$ cat src/fsr_pkg.sv
// Package for the four-stage shift register cell family, plus the input edge detector.
// Assumes every cell input is synchronous to the single system clock.
package fsr_pkg;
   localparam int          FSR_STAGES      = 4;
   localparam int          FSR_CNT_W       = 16;
   localparam int          FSR_ADR_W       = 8;
   // Byte offsets of the Wishbone registers
   localparam logic [7:0]  FSR_ADDR_CTRL   = 8'h00;
   localparam logic [7:0]  FSR_ADDR_STATUS = 8'h04;
   localparam logic [7:0]  FSR_ADDR_COUNT  = 8'h08;
   // Field positions
   localparam int          FSR_CTRL_VAR_LO = 0;
   localparam int          FSR_CTRL_VAR_HI = 1;
   localparam int          FSR_STAT_STG_LO = 0;
   localparam int          FSR_STAT_STG_HI = 3;
   localparam int          FSR_STAT_LOAD   = 4;
   localparam int          FSR_STAT_VAR_LO = 8;
   localparam int          FSR_STAT_VAR_HI = 9;
   // Values after reset
   localparam logic [3:0]  FSR_STAGE_RST   = 4'h0;
   localparam logic [15:0] FSR_COUNT_RST   = 16'h0000;
   localparam logic [31:0] FSR_DAT_RST     = 32'h0000_0000;

   typedef enum logic [1:0] {
      FSR_PLAIN,
      FSR_SYNC_LOAD,
      FSR_ASYNC_LOAD,
      FSR_SCAN
   } fsr_variant_t;
endpackage : fsr_pkg

`timescale 1ns/1ns
`default_nettype none

// Registers previous levels and flags falling and rising edges
module fsr_edges (
   // Clock and reset
   input  wire logic clock,
   input  wire logic arst_n,
   // Sampled levels
   input  wire logic shift_clock,
   input  wire logic scan_clk_a,
   input  wire logic scan_clk_b,
   // Edge pulses
   output logic      sck_fall,
   output logic      a_rise,
   output logic      b_rise
);
   logic [2:0] prev_r;
   logic [2:0] prev_nxt;

   always_comb begin
      prev_nxt = {scan_clk_b, scan_clk_a, shift_clock};
   end

   always_ff @(posedge clock or negedge arst_n) begin
      if (!arst_n) begin
         prev_r <= 3'h0;
      end else begin
         prev_r <= prev_nxt;
      end
   end

   assign sck_fall = prev_r[0] & ~shift_clock;
   assign a_rise   = ~prev_r[1] & scan_clk_a;
   assign b_rise   = ~prev_r[2] & scan_clk_b;
endmodule : fsr_edges

`default_nettype wire

$ cat src/fsr_shifter.sv
// Four-stage shift register covering the plain, sync-load, async-load and scan cells.
// Assumes synchronous inputs, a classic Wishbone master and one 50 MHz clock.
//
// Chosen here: the Wishbone slave port and the address map.

`timescale 1ns/1ns
`default_nettype none

module fsr_shifter
   import fsr_pkg::*;
#(
   parameter int STAGES = fsr_pkg::FSR_STAGES,
   parameter int CNT_W  = fsr_pkg::FSR_CNT_W
) (
   // Clock and reset
   input  wire logic                         clock,
   input  wire logic                         arst_n,
   // Wishbone slave
   input  wire logic                         wb_cyc_i,
   input  wire logic                         wb_stb_i,
   input  wire logic                         wb_we_i,
   input  wire logic [fsr_pkg::FSR_ADR_W-1:0] wb_adr_i,
   input  wire logic [3:0]                   wb_sel_i,
   input  wire logic [31:0]                  wb_dat_i,
   output logic      [31:0]                  wb_dat_o,
   output logic                              wb_ack_o,
   // Serial, clock and load inputs
   input  wire logic                         serial_in,
   input  wire logic                         shift_clock,
   input  wire logic                         load,
   // Parallel inputs
   input  wire logic                         par_in0,
   input  wire logic                         par_in1,
   input  wire logic                         par_in2,
   input  wire logic                         par_in3,
   // Scan test inputs
   input  wire logic                         scan_in,
   input  wire logic                         hold_inhibit,
   input  wire logic                         scan_clk_a,
   input  wire logic                         scan_clk_b,
   // Parallel outputs
   output logic                              stage0_out,
   output logic                              stage1_out,
   output logic                              stage2_out,
   output logic                              stage3_out
);
   import fsr_pkg::*;

   // Refuse sizes the logic cannot serve
   if (STAGES != 4) begin : g_bad_stages
      $error("STAGES must be 4");
   end
   if (CNT_W < 1 || CNT_W > 32) begin : g_bad_cnt_w
      $error("CNT_W must be 1 to 32");
   end

   logic               sck_fall;
   logic               a_rise;
   logic               b_rise;
   logic [3:0]         par;
   logic [3:0]         shift_word;
   logic [3:0]         scan_word;
   logic [3:0]         stage_r;
   logic [3:0]         stage_nxt;
   logic [3:0]         master_r;
   logic [3:0]         master_nxt;
   logic [CNT_W-1:0]   count_r;
   logic [CNT_W-1:0]   count_nxt;
   logic               moved;
   fsr_variant_t       variant_r;
   fsr_variant_t       variant_nxt;
   logic               ack_r;
   logic               ack_nxt;
   logic [31:0]        dat_r;
   logic [31:0]        dat_nxt;
   logic               req;

   fsr_edges fsr_edges_inst (
      .clock       (clock),
      .arst_n      (arst_n),
      .shift_clock (shift_clock),
      .scan_clk_a  (scan_clk_a),
      .scan_clk_b  (scan_clk_b),
      .sck_fall    (sck_fall),
      .a_rise      (a_rise),
      .b_rise      (b_rise)
   );

   assign par        = {par_in3, par_in2, par_in1, par_in0};
   assign shift_word = {stage_r[2:0], serial_in};
   assign scan_word  = {stage_r[2:0], scan_in};
   assign req        = wb_cyc_i & wb_stb_i & ~ack_r;

   // Stage update per variant
   always_comb begin
      stage_nxt  = stage_r;
      master_nxt = master_r;
      moved      = 1'b0;
      unique case (variant_r)
         FSR_PLAIN: begin
            if (sck_fall) begin
               stage_nxt = shift_word;
               moved     = 1'b1;
            end
         end
         FSR_SYNC_LOAD: begin
            if (sck_fall) begin
               moved = 1'b1;
               if (load) begin
                  stage_nxt = par;
               end else begin
                  stage_nxt = shift_word;
               end
            end
         end
         FSR_ASYNC_LOAD: begin
            if (load) begin
               stage_nxt = par;
            end else if (sck_fall) begin
               stage_nxt = shift_word;
               moved     = 1'b1;
            end
         end
         FSR_SCAN: begin
            if (a_rise) begin
               master_nxt = scan_word;
            end
            if (b_rise) begin
               stage_nxt = master_r;
               moved     = 1'b1;
            end else if (sck_fall && !hold_inhibit) begin
               stage_nxt = shift_word;
               moved     = 1'b1;
            end
         end
      endcase
   end

   // Bus slave and shift counter
   always_comb begin
      variant_nxt = variant_r;
      count_nxt   = count_r;
      ack_nxt     = req;
      dat_nxt     = dat_r;
      if (req && wb_we_i && wb_adr_i == FSR_ADDR_COUNT && wb_sel_i[0]) begin
         count_nxt = '0;
      end
      // Clear first; an event in the same cycle then counts to 1
      if (moved) begin
         count_nxt = CNT_W'(count_nxt + 1'b1);
      end
      if (req && wb_we_i && wb_adr_i == FSR_ADDR_CTRL && wb_sel_i[0]) begin
         variant_nxt = fsr_variant_t'(wb_dat_i[FSR_CTRL_VAR_HI:FSR_CTRL_VAR_LO]);
      end
      if (req && !wb_we_i) begin
         dat_nxt = 32'h0000_0000;
         unique case (wb_adr_i)
            FSR_ADDR_CTRL: begin
               dat_nxt[FSR_CTRL_VAR_HI:FSR_CTRL_VAR_LO] = variant_r;
            end
            FSR_ADDR_STATUS: begin
               dat_nxt[FSR_STAT_STG_HI:FSR_STAT_STG_LO] = stage_r;
               dat_nxt[FSR_STAT_LOAD]                   = load;
               dat_nxt[FSR_STAT_VAR_HI:FSR_STAT_VAR_LO] = variant_r;
            end
            FSR_ADDR_COUNT: begin
               dat_nxt[CNT_W-1:0] = count_r;
            end
            default: begin
               dat_nxt = 32'h0000_0000;
            end
         endcase
      end
   end

   always_ff @(posedge clock or negedge arst_n) begin
      if (!arst_n) begin
         stage_r   <= FSR_STAGE_RST;
         master_r  <= FSR_STAGE_RST;
         count_r   <= CNT_W'(FSR_COUNT_RST);
         variant_r <= FSR_PLAIN;
         ack_r     <= 1'b0;
         dat_r     <= FSR_DAT_RST;
      end else begin
         stage_r   <= stage_nxt;
         master_r  <= master_nxt;
         count_r   <= count_nxt;
         variant_r <= variant_nxt;
         ack_r     <= ack_nxt;
         dat_r     <= dat_nxt;
      end
   end

   assign stage0_out = stage_r[0];
   assign stage1_out = stage_r[1];
   assign stage2_out = stage_r[2];
   assign stage3_out = stage_r[3];
   assign wb_ack_o   = ack_r;
   assign wb_dat_o   = dat_r;
endmodule : fsr_shifter

`default_nettype wire

$ cat config.mk
export PLATFORM = sky130hd
export DESIGN_NAME = fsr_shifter
export DESIGN_NICKNAME = d
export VERILOG_FILES = /design/src/fsr_pkg.sv /design/src/fsr_shifter.sv
export SDC_FILE = /design/constraint.sdc
export NUM_CORES = 1
export LEC_CHECK = 0
export ABC_AREA = 0
export ABC_CLOCK_PERIOD_IN_PS = 3000
export BUFFER_PORTS_ARGS = -buffer_cell sky130_fd_sc_hd__buf_4
export CAP_MARGIN = 20
export CORE_UTILIZATION = 53
export DETAILED_ROUTE_END_ITERATION = 6
export GPL_ROUTABILITY_DRIVEN = 0
export PLACE_DENSITY = 0.86
export SLEW_MARGIN = 20
export SYNTH_ARGS = -nofsm -noshare
export SYNTH_HDL_FRONTEND = slang
export SYNTH_SLANG_ARGS = --single-unit
$ cat constraint.sdc
create_clock -name clock -period 3 [get_ports clock]
set_input_delay 0.75 -clock clock [delete_from_list [all_inputs] [get_ports clock]]
set_output_delay 0.75 -clock clock [all_outputs]
set_load 0.005 [all_outputs]
==> results.sh <==
export IMPL_crit_path_start_kind="flip-flop"
export IMPL_avgSynthCellArea_sq_um=10.2
export IMPL_grt_pass1_wl_microns=9520
export IMPL_max_stage_delay_ps=760
export IMPL_muxShareOfSynthArea=0.0814
export IMPL_cts_hold_buf=0
export IMPL_drive_gt1_frac=0.235
export IMPL_post_cts_buffers=0
export IMPL_max_freq_ghz=0.415
export IMPL_wl_microns=5890
export IMPL_synthTopCellsByArea="dfrtp_1, mux2i_1, buf_4"
export IMPL_yosys_warnings=0
export IMPL_crit_buf_inv=0
export IMPL_cts_tree="yes"
export IMPL_rsz0062_at_grt="false"
export IMPL_initial_utilization=0.553
export IMPL_coreArea_sq_um=4750
export IMPL_min_period_ps=2410
export IMPL_vias_per_cell=6.04
export IMPL_setup_ws_ps=589
export IMPL_synth_edff_count=0
export IMPL_async_flop_share=1.00
export IMPL_synthCells=259
export IMPL_finalSetupTns_ps=0
export IMPL_path_class="reg2reg"
export IMPL_drv_slew=0
export IMPL_n_fill_cell=394
export IMPL_synth_seq_cells=46
export IMPL_slew_headroom=0.456
export IMPL_synthDistinctLibCells=50
export IMPL_skew_ps=3.33
export IMPL_setup_worst_path_end_class="flip-flop"
export IMPL_hold_path_class="in2async"
export IMPL_synth_seq_area_share=0.438
export IMPL_htreeDepth=2
export IMPL_crit_chain="nand2_1 > nor3_2 > nor2_1 > mux2_2"
export IMPL_clock_sinks=46
export IMPL_crit_required_ps=3180
export IMPL_dp_slack_ps=331
export IMPL_synth_top_family_by_area="compound AO/OA/AOI/OAI gates"
export IMPL_maxCapViolCount=0
export IMPL_ant_nets=0
export IMPL_dpl_hpwl_microns=4170
export IMPL_powerDensity_nw_per_um2=441
export IMPL_top_layer_used="met4"
export IMPL_route_met3_wl_microns=277
export IMPL_synth_xor_area_share=0.00666
export IMPL_path_max_fanout=21
export IMPL_grt_max_degree=47
export IMPL_ctsResizeCount=0
export IMPL_crit_family="simple AND/OR/NAND/NOR gates"
export IMPL_power_leakage_uw=0.00137
export IMPL_tightest_slew_ps=812
export IMPL_nets=363
export IMPL_setup_viol=0
export IMPL_multiInputGateArea_sq_um=1320
export IMPL_holdWs_ps=447
export IMPL_area_growth_pct=16.1
export IMPL_wl_met2_microns=2930
export IMPL_path_clk_slew_ps=80
export IMPL_vias=2230
export IMPL_drt_initial_drc_count=145
export IMPL_syn_area_sq_um=2630
export IMPL_grt_pass1_vias=2044
export IMPL_synth_main_ff_cell="dfrtp_1"
export IMPL_finalPower_uw=1350
export IMPL_drc_errors=0
export IMPL_rows=25
export IMPL_synthAdderAreaFrac=0.00476
export IMPL_insertion_delay_ps=290
export IMPL_crit_slowest_cell="dfrtp_1"
export IMPL_drt_met1_wl_microns=2590
export IMPL_fp_dieArea_sq_um=5250
export IMPL_portBuffers=47
export IMPL_antenna_found_initial=0
export IMPL_synth_compound_area_frac=0.210
export IMPL_arrival_ps=2590
export IMPL_numCtsBuffers=5
export IMPL_synth_simple_area_share=0.176
export IMPL_cts_root_buf="clkbuf_8"
export IMPL_antenna_cells=0
export IMPL_fp_dieH_microns=72.4
export IMPL_clockBufferDepth=2
export IMPL_final_seq_area_sq_um=1150
export IMPL_track_usage=0.229
export IMPL_ir_drop_mv=0.241
export IMPL_yosysTopAreaCell="dfrtp_1"
export IMPL_status="complete, no violations"
export IMPL_finalHoldViolCount=0
export IMPL_synth_top_area_frac=0.438
export IMPL_detail_route_first_pass_iterations=4
export IMPL_period_share=0.804
export IMPL_io_pins=97
export IMPL_overflow=0
export IMPL_die_x_microns=72.4
export IMPL_detail_route_wl_per_cell_microns=16.0
cells in the mapped netlist, types with 7 or more instances:
library cell	number
a221o_1	7
nor4_1	9
clkbuf_1	7
mux2i_1	15
inv_1	8
nand2_1	16
dfrtp_1	46
buf_2	7
a22o_1	11
o21bai_1	9
o21ai_0	19
buf_4	16
nor2_1	7
layer usage:
layer,vias up,global-route usage
li1,1025,-
met1,1111,0.292
met2,82,0.397
met3,12,0.0347
met4,0,0.0784
met5,-,0
cells in the final DEF (no fill, tap or decap), drive strengths merged, types with 2 or more instances in the layout:
cell	instances
buf	52
dfrtp	46
o21ai	19
nand2	16
conb	16
mux2i	15
a22o	11
nor4	10
o21bai	9
inv	8
nor2	7
a221o	7
nand3	6
a21oi	6
o31ai	5
clkbuf	5
and2	5
mux2	5
nand4	4
or4	4
and3b	3
o21a	3
nand2b	3
a211oi	3
a31oi	3
a32o	3
nor3	3
and4	2
nor4b	2
xnor2	2
nor2b	2
o22ai	2
o32ai	2
clkinv	2
nor3b	2
sequential cells by signal (all words and copies together) (netlist names):
| register | count |
|---|---|
| stage_r | 4 |
| fsr_edges_inst.prev_r | 3 |
| variant_r | 2 |
| count_r | 16 |
| master_r | 4 |
| wb_ack_o | 1 |
| wb_dat_o | 16 |
report_power, final:
part	switching, uW	total, uW	internal [uW]
clock	201	357	157
combinational	129	245	116
sequential	75.8	743	667
total	405	1350	940
metrics by stage:
stage / instance area [sq um] / util / std cells
after floorplan: 2690 / - / 274
after global placement: 2980 / 0.626 / 362
after detailed placement: 2980 / 0.626 / 362
after CTS: 3050 / 0.642 / 369
after global routing: 3050 / 0.642 / 369
final: 3050 / 0.642 / 369
area by class of cell:
| class | count | area share |
|---|---|---|
| Clock inverter | 2 | 0.00328 |
| Multi-Input combinational cell | 189 | 0.432 |
| Sequential cell | 46 | 0.377 |
| Timing Repair Buffer | 52 | 0.128 |
| Tap cell | 67 | 0.0274 |
| Clock buffer | 5 | 0.0225 |
| Inverter | 8 | 0.00983 |
cells by family after synthesis:
family	Yosys count
other	1
XOR/XNOR	2
buffers and inverters	39
AND/OR/NAND/NOR	74
AO/OA/AOI/OAI	76
multiplexers	20
flip-flops	46
adder cells (fa/ha/maj)	1
final timing paths:
kind | from | end | slack [ps] | cells past startpoint
max in group asynchronous | arst_n | count_r[5] | 2150 | 1
setup reg to reg | variant_r[1] | count_r[1] | 590 | 4
hold / removal | arst_n | wb_dat_o[11] | 450 | 1
setup / recovery | variant_r[1] | count_r[1] | 590 | 4
min in group clock | master_r[3] | master_r[3] | 500 | 2
hold reg to reg | master_r[3] | master_r[3] | 500 | 2
No activity file was read; power rests on OpenSTA's default activity.
